[src/include/dcac_pkg.sv]
package dcac_pkg;

    typedef logic [31:0] dcac_word_t;
    typedef logic [2:0]  dcac_width_t;
    typedef logic [11:0] dcac_count_t;

    // Register indices on the bus (word address bits 4:2).
    localparam logic [2:0] DCAC_IDX_SRC  = 3'h0;
    localparam logic [2:0] DCAC_IDX_DST  = 3'h1;
    localparam logic [2:0] DCAC_IDX_NEXT = 3'h2;
    localparam logic [2:0] DCAC_IDX_CTRL = 3'h3;
    localparam logic [2:0] DCAC_IDX_CFG  = 3'h4;

    // Control word field positions.
    localparam int DCAC_CTRL_DST_INC = 27;
    localparam int DCAC_CTRL_SRC_INC = 26;
    localparam int DCAC_CTRL_DW_HI   = 23;
    localparam int DCAC_CTRL_DW_LO   = 21;
    localparam int DCAC_CTRL_SW_HI   = 20;
    localparam int DCAC_CTRL_SW_LO   = 18;
    localparam int DCAC_CTRL_CNT_HI  = 11;
    localparam int DCAC_CTRL_CNT_LO  = 0;
    localparam int DCAC_CFG_ENABLE   = 0;
    localparam int DCAC_NEXT_LO      = 2;

    localparam dcac_word_t DCAC_WORD_RESET = 32'h0000_0000;
    localparam dcac_word_t DCAC_CTRL_MASK  = 32'h0CFC_0FFF;
    localparam dcac_word_t DCAC_NEXT_MASK  = 32'hFFFF_FFFC;
    localparam dcac_count_t DCAC_COUNT_ZERO = 12'h000;
    localparam dcac_count_t DCAC_COUNT_ONE  = 12'h001;

    // Width codes.
    localparam dcac_width_t DCAC_W_BYTE = 3'h0;
    localparam dcac_width_t DCAC_W_HALF = 3'h1;
    localparam dcac_width_t DCAC_W_WORD = 3'h2;

    typedef enum logic [1:0] {
        DCAC_IDLE = 2'b00,
        DCAC_RUN  = 2'b01,
        DCAC_LINK = 2'b10
    } dcac_state_t;

    // Byte count of one beat for a width code; reserved codes step by one.
    function automatic dcac_word_t dcac_width_bytes(input dcac_width_t w);
        case (w)
            DCAC_W_HALF: dcac_width_bytes = 32'h0000_0002;
            DCAC_W_WORD: dcac_width_bytes = 32'h0000_0004;
            default:     dcac_width_bytes = 32'h0000_0001;
        endcase
    endfunction

endpackage

[src/design/dcac_addr_step.sv]
`timescale 1ns/1ps
module dcac_addr_step
    import dcac_pkg::*;
(
    input  wire dcac_pkg::dcac_word_t  addr_i,
    input  wire logic                  incr_i,
    input  wire dcac_pkg::dcac_width_t width_i,
    output logic [31:0]                next_o
);
    // Next address after one beat: advance by the beat's byte count or hold.
    always_comb
    begin
        next_o = incr_i ? addr_i + dcac_width_bytes(width_i) : addr_i;
    end
endmodule

[src/design/dcac_channel.sv]
// The register offsets and the Wishbone interface to the registers are this design's own decisions.
`timescale 1ns/1ps
// What this block does
// Source address register, 32-bit, resets zero.
// Software aligns source to source width.
// Enable takes up programmed register contents.
// Source address advances while transferring.
// Software disables before rewriting source.
// Destination address register, 32-bit, resets zero.
// Software aligns destination to destination width.
// Software disables before rewriting destination.
// Next pointer bits 31:2; low bits zero.
// Software keeps pointer below top limit.
// Zero pointer ends chain, clears enable.
// Control bits choose increment or fixed addresses.
// Increment by width byte count per beat.
module dcac_channel
    import dcac_pkg::*;
(
    input  wire logic                 clk_i,
    input  wire logic                 rst_i,
    input  wire logic                 wb_cyc_i,
    input  wire logic                 wb_stb_i,
    input  wire logic                 wb_we_i,
    input  wire logic [4:2]           wb_adr_i,
    input  wire logic [3:0]           wb_sel_i,
    input  wire dcac_pkg::dcac_word_t wb_dat_i,
    output logic [31:0]               wb_dat_o,
    output logic                      wb_ack_o,
    input  wire logic                 beat_i,
    input  wire logic                 link_ack_i,
    output logic [31:0]               source_address_o,
    output logic [31:0]               destination_address_o,
    output logic                      active_o,
    output logic                      done_o,
    output logic                      link_req_o,
    output logic [31:0]               link_addr_o
);
    dcac_word_t  src, next_src, dst, next_dst, nxt, next_nxt;
    dcac_word_t  ctrl, next_ctrl, act_ctrl, next_act_ctrl;
    dcac_word_t  act_nxt, next_act_nxt, rdata, next_rdata;
    dcac_word_t  src_step, dst_step, wmask;
    dcac_count_t remain, next_remain;
    dcac_state_t state, next_state;
    logic        ack, next_ack, done, next_done;
    logic        next_active, next_link_req;
    logic        wr, rd, cfg_on, cfg_off, beat_ok;

    // Bus write happens only at the edge where ack is high; read data is taken up while ack is low.
    assign wr      = wb_cyc_i & wb_stb_i & ack & wb_we_i;
    assign rd      = wb_cyc_i & wb_stb_i & ~wb_we_i;
    assign cfg_on  = wr & (wb_adr_i == DCAC_IDX_CFG) & wb_sel_i[0]
                     & wb_dat_i[DCAC_CFG_ENABLE];
    assign cfg_off = wr & (wb_adr_i == DCAC_IDX_CFG) & wb_sel_i[0]
                     & ~wb_dat_i[DCAC_CFG_ENABLE];
    assign beat_ok = (state == DCAC_RUN) & beat_i
                     & (remain != DCAC_COUNT_ZERO);

    // Byte lanes selected by sel.
    genvar g;
    generate
        for (g = 0; g < 4; g++)
        begin : g_lane
            assign wmask[8*g +: 8] = {8{wb_sel_i[g]}};
        end
    endgenerate

    // Address steppers for source and destination, using taken-up controls.
    dcac_addr_step u_src_step (
        .addr_i  (src),
        .incr_i  (act_ctrl[DCAC_CTRL_SRC_INC]),
        .width_i (act_ctrl[DCAC_CTRL_SW_HI:DCAC_CTRL_SW_LO]),
        .next_o  (src_step)
    );
    dcac_addr_step u_dst_step (
        .addr_i  (dst),
        .incr_i  (act_ctrl[DCAC_CTRL_DST_INC]),
        .width_i (act_ctrl[DCAC_CTRL_DW_HI:DCAC_CTRL_DW_LO]),
        .next_o  (dst_step)
    );

    // Bus answer: one wait cycle, registered ack and read data.
    always_comb
    begin
        next_ack   = wb_cyc_i & wb_stb_i & ~ack;
        next_rdata = DCAC_WORD_RESET;
        if (rd & ~ack)
        begin
            case (wb_adr_i)
                DCAC_IDX_SRC:  next_rdata = src;
                DCAC_IDX_DST:  next_rdata = dst;
                DCAC_IDX_NEXT: next_rdata = nxt & DCAC_NEXT_MASK;
                DCAC_IDX_CTRL: next_rdata = ctrl;
                DCAC_IDX_CFG:  next_rdata[DCAC_CFG_ENABLE] =
                                   (state != DCAC_IDLE);
                default:       next_rdata = DCAC_WORD_RESET;
            endcase
        end
    end

    // Programmed registers, hardware address stepping and channel sequence.
    always_comb
    begin
        next_src      = src;
        next_dst      = dst;
        next_nxt      = nxt;
        next_ctrl     = ctrl;
        next_act_ctrl = act_ctrl;
        next_act_nxt  = act_nxt;
        next_remain   = remain;
        next_state    = state;
        next_done     = 1'b0;
        // Software writes to the address group are honoured while stopped
        // or while a link is pending, so a running channel keeps its group.
        if (wr & ((state == DCAC_IDLE) | (state == DCAC_LINK)))
        begin
            case (wb_adr_i)
                DCAC_IDX_SRC:  next_src = (src & ~wmask) | (wb_dat_i & wmask);
                DCAC_IDX_DST:  next_dst = (dst & ~wmask) | (wb_dat_i & wmask);
                DCAC_IDX_NEXT: next_nxt = ((nxt & ~wmask) | (wb_dat_i & wmask))
                                          & DCAC_NEXT_MASK;
                DCAC_IDX_CTRL: next_ctrl = ((ctrl & ~wmask)
                                            | (wb_dat_i & wmask))
                                           & DCAC_CTRL_MASK;
                default:       next_ctrl = ctrl;
            endcase
        end
        case (state)
            DCAC_IDLE:
            begin
                if (cfg_on)
                begin
                    next_state    = DCAC_RUN;
                    next_act_ctrl = ctrl;
                    next_act_nxt  = nxt;
                    next_remain   = ctrl[DCAC_CTRL_CNT_HI:DCAC_CTRL_CNT_LO];
                end
            end
            DCAC_RUN:
            begin
                if (cfg_off)
                    next_state = DCAC_IDLE;
                else if (remain == DCAC_COUNT_ZERO)
                begin
                    next_done  = 1'b1;
                    // A zero pointer marks the last item and stops the channel.
                    next_state = (act_nxt == DCAC_WORD_RESET) ? DCAC_IDLE
                                                              : DCAC_LINK;
                end
                else if (beat_ok)
                begin
                    next_src    = src_step;
                    next_dst    = dst_step;
                    next_remain = remain - DCAC_COUNT_ONE;
                end
            end
            DCAC_LINK:
            begin
                if (cfg_off)
                    next_state = DCAC_IDLE;
                else if (link_ack_i)
                begin
                    next_state    = DCAC_RUN;
                    next_act_ctrl = ctrl;
                    next_act_nxt  = nxt;
                    next_remain   = ctrl[DCAC_CTRL_CNT_HI:DCAC_CTRL_CNT_LO];
                end
            end
            default:
                next_state = DCAC_IDLE;
        endcase
        // Output levels follow the state that is about to be entered.
        next_active   = (next_state == DCAC_RUN);
        next_link_req = (next_state == DCAC_LINK);
    end

    // State registers; all outputs are taken straight from flip-flops.
    always_ff @(posedge clk_i)
    begin
        if (rst_i)
        begin
            src        <= DCAC_WORD_RESET;
            dst        <= DCAC_WORD_RESET;
            nxt        <= DCAC_WORD_RESET;
            ctrl       <= DCAC_WORD_RESET;
            act_ctrl   <= DCAC_WORD_RESET;
            act_nxt    <= DCAC_WORD_RESET;
            rdata      <= DCAC_WORD_RESET;
            remain     <= DCAC_COUNT_ZERO;
            state      <= DCAC_IDLE;
            ack        <= 1'b0;
            done       <= 1'b0;
            active_o   <= 1'b0;
            link_req_o <= 1'b0;
        end
        else
        begin
            src        <= next_src;
            dst        <= next_dst;
            nxt        <= next_nxt;
            ctrl       <= next_ctrl;
            act_ctrl   <= next_act_ctrl;
            act_nxt    <= next_act_nxt;
            rdata      <= next_rdata;
            remain     <= next_remain;
            state      <= next_state;
            ack        <= next_ack;
            done       <= next_done;
            active_o   <= next_active;
            link_req_o <= next_link_req;
        end
    end

    assign wb_ack_o              = ack;
    assign wb_dat_o              = rdata;
    assign done_o                = done;
    assign source_address_o      = src;
    assign destination_address_o = dst;
    assign link_addr_o           = act_nxt;

    // Checks of the address group behaviour.
    AST_SRC_RESET: assert property (@(posedge clk_i)
        rst_i |=> (source_address_o == DCAC_WORD_RESET))
        else $error("source address not zero after reset");
    AST_DST_RESET: assert property (@(posedge clk_i)
        rst_i |=> (destination_address_o == DCAC_WORD_RESET) && !active_o)
        else $error("destination address not zero after reset");
    AST_TAKE_UP: assert property (@(posedge clk_i) disable iff (rst_i)
        (state == DCAC_IDLE) && cfg_on |=> active_o
        && (remain == $past(ctrl[DCAC_CTRL_CNT_HI:DCAC_CTRL_CNT_LO]))
        && (act_ctrl == $past(ctrl)))
        else $error("enable did not take up the programmed contents");
    AST_SRC_STEP: assert property (@(posedge clk_i) disable iff (rst_i)
        beat_ok && !cfg_off && act_ctrl[DCAC_CTRL_SRC_INC] |=>
        source_address_o == $past(src) + dcac_width_bytes(
            $past(act_ctrl[DCAC_CTRL_SW_HI:DCAC_CTRL_SW_LO])))
        else $error("source address did not advance by its width");
    AST_DST_STEP: assert property (@(posedge clk_i) disable iff (rst_i)
        beat_ok && !cfg_off && act_ctrl[DCAC_CTRL_DST_INC] |=>
        destination_address_o == $past(dst) + dcac_width_bytes(
            $past(act_ctrl[DCAC_CTRL_DW_HI:DCAC_CTRL_DW_LO])))
        else $error("destination address did not advance by its width");
    AST_FIXED: assert property (@(posedge clk_i) disable iff (rst_i)
        beat_ok && !act_ctrl[DCAC_CTRL_SRC_INC] |=> $stable(source_address_o))
        else $error("fixed source address moved");
    AST_NEXT_LOW: assert property (@(posedge clk_i) disable iff (rst_i)
        rd && !ack && (wb_adr_i == DCAC_IDX_NEXT) |=>
        wb_ack_o && (wb_dat_o[1:0] == 2'b00) && (wb_dat_o == $past(nxt)))
        else $error("next pointer read back wrong");
    AST_CHAIN_END: assert property (@(posedge clk_i) disable iff (rst_i)
        (state == DCAC_RUN) && (remain == DCAC_COUNT_ZERO)
        && (act_nxt == DCAC_WORD_RESET) && !cfg_off |=> done_o && !active_o
        && !link_req_o && (state == DCAC_IDLE))
        else $error("last chain item did not stop the channel");
endmodule

[config.mk]
export PLATFORM = sky130hd
export DESIGN_NAME = dcac_channel
export DESIGN_NICKNAME = d
export VERILOG_FILES = /design/src/include/dcac_pkg.sv /design/src/design/dcac_addr_step.sv /design/src/design/dcac_channel.sv
export SDC_FILE = /design/constraint.sdc
export NUM_CORES = 1
export LEC_CHECK = 0
export ABC_AREA = 0
export CORE_MARGIN = 3
export CORE_UTILIZATION = 30
export CTS_BUF_LIST = sky130_fd_sc_hd__clkbuf_4 sky130_fd_sc_hd__clkbuf_8
export CTS_CLUSTER_DIAMETER = 50
export CTS_CLUSTER_SIZE = 12
export DETAILED_ROUTE_END_ITERATION = 16
export DONT_BUFFER_PORTS = 1
export SKIP_LAST_GASP = 1
export SYNTH_ARGS = -nofsm -noshare
export SYNTH_HDL_FRONTEND = slang
export SYNTH_HIERARCHICAL = 1
export SYNTH_SLANG_ARGS = --single-unit
[constraint.sdc]
create_clock -name clk_i -period 7.2 [get_ports clk_i]
set_input_delay 2.16 -clock clk_i [delete_from_list [all_inputs] [get_ports clk_i]]
set_output_delay 2.16 -clock clk_i [all_outputs]
set_load 0.03 [all_outputs]
## Word-level counts from Yosys, hierarchy flattened

Cells that the tools add are included.
Widths: inputs -> output; s select.

- Flip-flop bits (word level): 224
- Word-level logic and storage cells: 120
- Bits of input ports: 46
- Output and inout bits: 132

- Bitwise operators: 29
- Eq/ne operators: 20
- Multiplexer cells: 41
- Reduce and logical (&&, ||, !) cells: 14
- Add/sub/neg operators: 3

Operators with widths:

| operator | count |
|---|---|
| $mux 32 | 17 |
| $and 32x32->32 | 4 |
| $pmux 31 s4 | 1 |
| $or 32x32->32 | 3 |
| $mux 28 | 3 |
| $mux 12 | 6 |
| $add 32x3->32 | 2 |
| $pmux 32 s2 | 1 |
| $pmux 28 s2 | 1 |
| $pmux 12 s3 | 1 |
| $logic_not 32->1 | 1 |
| $not 32->32 | 1 |
| $and 28x28->28 | 1 |
| $or 28x28->28 | 1 |
| $and 1x1->1 | 13 |
| $eq 3x2->1 const B | 4 |
| $logic_not 12->1 | 1 |
| $mux 2 | 6 |
| $ne 2x2->1 const B | 6 |
| $pmux 3 s2 | 2 |
| $reduce_bool 12->1 | 1 |
| $sub 12x1->12 const B | 1 |
| $ne 5x4->1 const B | 2 |
| $eq 3x1->1 const B | 3 |
| 17 further kinds | 25 |

## Longest topological paths before layout

Gate-level depths: netlist (run 1).

- Word-level depth: 9
- Gate-level depth with buffers: 11

## By module

Netlist (run 1), hierarchy kept.

Modules (own cells, without submodules):

| module | area an instance (µm²) | sequential area each (µm²) | cells each | instances |
|---|---|---|---|---|
| dcac_channel | 8884.8 | 4043.9 | 966 | 1 |
| dcac_addr_step at u_dst_step | 804.5 | 0.0 | 105 | 1 |
| dcac_addr_step at u_src_step | 777.0 | 0.0 | 104 | 1 |

## Worst setup path before layout (run 1)

Ideal clock, no wire load.

- Kind: input port to flip-flop
- Start: in wb_adr_i[2] (netlist name)
- End: reg remain[4]
- Path slack: 3.267 ns
- Cell stages on the path: 8
- Arrival time: 3.804 ns
- Cell sequence: clkbuf_1 nor4bb_1 a21oi_1 or4_1 clkbuf_1 clkbuf_1 nand3_1 o211ai_1

- Longest elaborated chain between the ends: 6
- Elaborated cells on any way between the ends: 9
- Those cells by class: 4 x eq/ne; 4 x bitwise; 1 x reduce/logical

RTL lines:

| item | RTL line | RTL |
|---|---|---|
| start, declared | dcac_channel.sv:25 | `input wire logic [4:2] wb_adr_i,` |
| $eq 3x3->1 * | dcac_channel.sv:52, dcac_channel.sv:54 |  |
| $and 1x1->1 * (2 in series) | dcac_channel.sv:52, dcac_channel.sv:54 |  |
| $and 1x1->1 (on tied branches) | dcac_channel.sv:55, dcac_channel.sv:53 |  |
| $ne 2x2->1 (no source line) | n/a |  |
| $reduce_and 7->1 (no source line) * | n/a |  |
| end signal, assigned | dcac_channel.sv:205 | `remain <= next_remain;` |
| end, declared | dcac_channel.sv:43 | `dcac_count_t remain, next_remain;` |

Every way passes the cells marked *; elsewhere a longest branch is shown, timed or not.
A chain may end at the register's enable or synchronous reset.

## Worst setup path after layout (run 1)

- Start: in wb_we_i
- End: reg dst[31] (netlist: destination_address_o[31])

- Longest elaborated chain between the ends: 7
- Elaborated cells on any way between the ends: 11
- Those cells by class: 1 x eq/ne; 5 x mux; 5 x bitwise

RTL lines:

| item | RTL line | RTL |
|---|---|---|
| start, declared | dcac_channel.sv:24 | `input wire logic wb_we_i,` |
| $and 1x1->1 * | dcac_channel.sv:50 | `assign wr = wb_cyc_i & wb_stb_i & ack & wb_we_i;` |
| $and 1x1->1 | dcac_channel.sv:115 | `if (wr & ((state == DCAC_IDLE) \| (state == DCAC_LINK)))` |
| $mux 32 | dcac_channel.sv:115 |  |
| $mux 32 | dcac_channel.sv:150 | `else if (beat_ok)` |
| $mux 32 | dcac_channel.sv:143 | `else if (remain == DCAC_COUNT_ZERO)` |
| $mux 32 | dcac_channel.sv:141 | `if (cfg_off)` |
| $mux 32 | dcac_channel.sv:128 | `case (state)` |
| end signal, assigned | dcac_channel.sv:199 | `dst <= next_dst;` |
| end, declared | dcac_channel.sv:39 | `dcac_word_t src, next_src, dst, next_dst, nxt, next_nxt;` |

Marks and branches as above.

==> results of run 1 <==
per-stage QoR:
stage	instance area (sq um)	cells	hold slack, ns	setup slack (ns)	power, mW
2_1_floorplan	10470	1176	0.4432	3.267	1.182
6_report	11300	1601	0.4724	3.573	2.114
3_3_place_gp	10700	1550	0.4546	3.032	1.168
4_1_cts	11300	1600	0.4727	3.604	2.132
5_1_grt	11300	1600	0.4984	3.479	2.180
3_5_place_dp	10700	1550	0.4595	3.001	1.168
where the power goes:
| group | switching [mW] | internal, mW |
|---|---|---|
| clock | 0.504 | 0.468 |
| sequential | 0.00202 | 1.12 |
| combinational | 0.0154 | 0.00783 |
| total | 0.521 | 1.59 |
layout make-up:
type / count / area, sq um / area share, %
flip-flops and latches: 202 / 4044 / 35.78
clock buffers: 34 / 449.2 / 3.975
repair buffers: 7 / 65.06 / 0.5757
inverters: 8 / 30.03 / 0.2657
multi-input cells: 885 / 6002 / 53.11
well taps: 448 / 560.5 / 4.960
diodes: 1 / 2.502 / 0.02214
clock inverters: 16 / 147.6 / 1.306
worst max path at each step:
stage	cells after the start	end	start
after global placement	5	destination_address_o[25]	wb_we_i
after detailed placement	5	destination_address_o[28]	wb_we_i
final	5	destination_address_o[31]	wb_we_i
after global routing	5	destination_address_o[31]	wb_we_i
after CTS	5	destination_address_o[31]	wb_we_i
after floorplan	8	remain[4]	wb_adr_i[2]
tightest hold or removal path, delay by kind of cell (launching register included):
family / cells / cell delay [ns]
AO/OA/AOI/OAI: 1 / 0.07
flip-flops: 1 / 0.31
AND/OR/NAND/NOR: 1 / 0.05
metal layers:
layer | vias to the layer above | GRT usage [%] | routed length (microns)
li1 | 4125 | - | -
met1 | 4198 | 23.68 | 14810
met2 | 298 | 26.89 | 15240
met3 | 53 | 6.776 | 3788
met4 | 2 | 5.576 | 976
met5 | - | 0 | 13
logic make-up after synthesis:
logic type               after synthesis
AND/OR/NAND/NOR                      444
adder cells (fa/ha/maj)                9
other                                  1
flip-flops                           202
buffers and inverters                 89
multiplexers                         127
XOR/XNOR                              63
AO/OA/AOI/OAI                        240
layout by cell type, fill, tap and decap left out, types with 6 or more instances in the layout:
master    count
nor3_1       10
nor3_2        8
a211oi_2     58
dfxtp_1     202
nor4_1       15
ha_1          7
inv_1         7
a21oi_1      98
xnor2_1      44
nand4_1      19
buf_4         6
nor2_1      181
xor2_1       19
nand3_1      28
nand2_1     116
and3_1       12
and4_1       10
clkbuf_8     31
a22oi_1      37
o21ai_1       6
mux2i_1     123
a211oi_1      7
==> impl_metrics.tcl, run 1 <==
set metrics [dict create \
    n_fill_cell 3555 \
    syn_to_final_growth_pct 7.973 \
    fin_tns_setup_ns 0 \
    ys.flop_type "dfxtp_1" \
    finalCritPeriodShare_pct 50.37 \
    period_minus_slack_ns 3.627 \
    vias 8676 \
    clock-root-buffer "clkbuf_8" \
    clock_latency_ns 0.58 \
    clock_sink_count 202 \
    routabilityCongestion 0.8159 \
    hold_path.class "reg2reg" \
    drv_cap 0 \
    hold_end "remain[8]" \
    rows 67 \
    cts_hold_buf 0 \
    antenna_found_initial 1 \
    yosys.area_share.simple_pct 20.57 \
    finalMaxSlewViolations 0 \
    hp-start "remain[8]" \
    synth_top_family_by_area "simple AND/OR/NAND/NOR gates" \
    netlist_instances 1175 \
    track_usage_pct 17.89 \
    fp.dieArea_sq_um 37160 \
    cts_tree "yes" \
    leakage_nw 3.672 \
    grt_max_degree 168 \
    critPathLaunchType "input port" \
    grt_pass1_vias 8083 \
    die_h_microns 192.8 \
    cts_max_level 1 \
    holdPathStages 2 \
    fmax_mhz 275.7 \
    clk_pin_slew_ns 0.08 \
    start_util_pct 30.83 \
    dr.first_iter.drc_count 738 \
    critPathBufInv 0 \
    layout-drive-gt1-share_pct 12.15 \
    synthMuxAreaShare_pct 12.19 \
    rsz0062_at_grt "no" \
    max_stage_delay_ns 0.79 \
    tritoncts.num_buffers 28 \
    drc 0 \
    power_density_nw_per_um2 187.1 \
    wl_microns 34830 \
    overflow 0 \
    synth_top_cells_by_count "dfxtp_1 (202), nor2_1 (181), mux2i_1 (123)" \
    critPathMaxFanout 8 \
    portBuffers 0 \
    cp.arrival_ns 4.06 \
    yosysSeqAreaShare_pct 38.64 \
    ys_seq_elements 202 \
    r2r-start "remain[0]" \
    worstPathRequired_ns 7.63 \
    finalSetupViolCount 0 \
    yosys_warnings 6 \
    core_sq_um 33950 \
    post_cts_buffers 0 \
    crit_family "simple AND/OR/NAND/NOR gates" \
    synth_top_area_share_pct 38.64 \
    regToRegEndpoint "destination_address_o[31]" \
    synth-edff-count 0 \
    yosysMostFrequentCell "dfxtp_1" \
    avgViaCountPerCell 5.419 \
    utilization_pct 33.29 \
    post_cts_resized 0 \
    critical_path_class "in2reg" \
    grt_pass1_wl_microns 51320 \
    status "completed" \
    endpoint_kind "flop" \
    max-clock-path-buffers 3 \
    postSynth.asyncResetShare_pct 0 \
    path_cells "and4_1, nand3b_1, nor2_1, mux2i_1, a211oi_2" \
    ir_drop_v 0.0001258 \
    ys_types 65 \
    synthAdderAreaFrac_pct 1.219 \
    synthXorXnorAreaFrac_pct 5.272 \
    synthTopCellsByArea "dfxtp_1 (39%), mux2i_1 (12%), a211oi_2 (6.9%)" \
    hpwlAfterDp_microns 25530 \
    yosysTopAreaCell "dfxtp_1" \
    synth_area_sq_um 10470 \
    dr.pass1.iters 5 \
    reg2reg_slack_ns 3.99 \
    synth.avg_cell_area_sq_um 8.907 \
    hold_violations 0 \
    slew_headroom_pct 15.16 \
    worstRegToRegCells 8 \
    ant_nets 0 \
    pin_count 178 \
    cpMaxStageDelayCell "nor2_1" \
    wire_per_inst_microns 21.76 \
    synth-compound-area-share_pct 17.86 \
    fin_skew_ns 0.01805 \
    die_w_microns 192.8 \
    worstMarginPinSlew_ns 1.266 \
    final_nets 1187 \
]
No activity file was read; power rests on OpenSTA's default activity.
==> run 2: changes to the inputs <==
==> constraint.sdc (replaced) <==
create_clock -name clk_i -period 3.6 [get_ports clk_i]
set_input_delay 1.08 -clock clk_i [delete_from_list [all_inputs] [get_ports clk_i]]
set_output_delay 1.08 -clock clk_i [all_outputs]
set_load 0.03 [all_outputs]
==> run 2 against run 1 <==
Compared with the run above:
- critical path depth increased by 4
- clock skew is 0.0040 ns higher
- worst setup slack got worse by 3.2 ns
- worst hold slack improved by 0.0046 ns
- critical path type is now reg2reg
==> impl_metrics.tcl, run 2 (synthesis results as in run 1) <==
set metrics [dict create \
    worstPathRequired_ns 4.07 \
    cts_hold_buf 0 \
    n_fill_cell 3515 \
    fin_cells 1630 \
    core_sq_um 33950 \
    pin_count 178 \
    fin_skew_ns 0.02200 \
    finalSetupViolCount 0 \
    antenna_found_initial 1 \
    routabilityCongestion 0.8566 \
    grt_pass1_vias 8262 \
    overflow 0 \
    clk_pin_slew_ns 0.08 \
    wire_per_inst_microns 21.23 \
    cts_max_level 1 \
    track_usage_pct 17.75 \
    cts_tree "yes" \
    critPathMaxFanout 34 \
    status "completed" \
    hold_path.class "reg2reg" \
    dr.pass1.iters 5 \
    max_stage_delay_ns 0.70 \
    post_cts_resized 0 \
    worstMarginPinSlew_ns 0.8765 \
    critPathBufInv 3 \
    critical_path_class "reg2reg" \
    rsz0062_at_grt "no" \
    leakage_nw 3.875 \
    tritoncts.num_buffers 26 \
    layout-drive-gt1-share_pct 14.38 \
    avgViaCountPerCell 5.384 \
    final_common_cell "dfxtp_1" \
    period_minus_slack_ns 3.213 \
    power_density_nw_per_um2 372.9 \
    clock_latency_ns 0.56 \
    utilization_pct 34.20 \
    dr.first_iter.drc_count 561 \
    dp.cells 1586 \
    clock_sink_count 202 \
    clock-root-buffer "clkbuf_8" \
    fmax_mhz 311.3 \
    grt_max_degree 168 \
    cpMaxStageDelayCell "or4_1" \
    drv_cap 0 \
    wl_microns 34600 \
    hold_violations 0 \
    die_w_microns 192.8 \
    hpwlAfterDp_microns 25880 \
    crit_family "simple AND/OR/NAND/NOR gates" \
    start_util_pct 30.83 \
    fp.dieArea_sq_um 37160 \
    drc 0 \
    syn_to_final_growth_pct 10.94 \
    finalCritPeriodShare_pct 89.24 \
    post_cts_buffers 0 \
    slew_headroom_pct 41.57 \
    die_h_microns 192.8 \
    finalMaxSlewViolations 0 \
    layout_common_cells "dfxtp_1 (202), nor2_1 (181), mux2i_1 (123), nand2_1 (116), a21oi_1 (98)" \
    cp.arrival_ns 3.68 \
    portBuffers 0 \
    path_cells "inv_1, ha_1, or4b_1, or4_1, nand4_1, buf_12, buf_4, nor2_1, a211oi_2" \
    ant_nets 0 \
    max-clock-path-buffers 3 \
    critPathLaunchType "flop" \
    antennaDiodeCount 0 \
    endpoint_kind "flop" \
    rows 67 \
    grt_pass1_wl_microns 51140 \
    final_nets 1221 \
    vias 8776 \
    fin_tns_setup_ns 0 \
    ir_drop_v 0.0003080 \
]
[run 2: power by group]
part / total, mW / internal, mW / switching, mW
Combinational: 0.0479 / 0.0170 / 0.0309
Clock: 2.05 / 1.11 / 0.938
Sequential: 2.24 / 2.23 / 0.00358
[run 2: final timing paths]
| check | cells past startpoint | slack, ns | end | startpoint |
|---|---|---|---|---|
| setup reg to reg | 9 | 0.39 | destination_address_o[14] | remain[0] |
| setup / recovery | 9 | 0.39 | destination_address_o[14] | remain[0] |
| hold / removal | 2 | 0.48 | act_ctrl[21] | act_ctrl[21] |
| hold reg to reg | 2 | 0.48 | act_ctrl[21] | act_ctrl[21] |
[run 2: final cells by class]
cell class	instances	area (sq um)	area share (%)
Tap cell	448	560.5	4.828
Clock buffer	30	394.1	3.394
Clock inverter	14	220.2	1.897
Timing Repair Buffer	43	360.3	3.103
Sequential cell	202	4044	34.83
Multi-Input combinational cell	885	6002	51.69
Inverter	8	30.03	0.2586
[run 2: tightest hold or removal path, delay by kind of cell, from the launching register on]
family | cells | cell delay, ns
AO/OA/AOI/OAI | 1 | 0.05
flip-flops | 1 | 0.33
AND/OR/NAND/NOR | 1 | 0.05
[run 2: per-stage QoR]
| stage | hold WS, ns | total power, mW | setup WS, ns | instance area (sq um) |
|---|---|---|---|---|
| floorplan | 0.4432 | 2.364 | 0.7465 | 10470 |
| global placement | 0.4531 | 2.337 | 0.4948 | 11000 |
| detailed placement | 0.4664 | 2.337 | 0.4534 | 11000 |
| CTS | 0.4774 | 4.367 | 0.4295 | 11610 |
| global route | 0.5022 | 4.466 | 0.2518 | 11610 |
| finish | 0.4770 | 4.330 | 0.3874 | 11610 |
[run 2: routing by layer]
metal  share of wire (%)  up-vias  global-route usage (%)
li1                    -     4208                       -
met1                  42     4190                   22.19
met2                  45      319                   28.02
met3                  11       59                   7.248
met4                 2.5        0                   5.268
met5                   0        -                       0
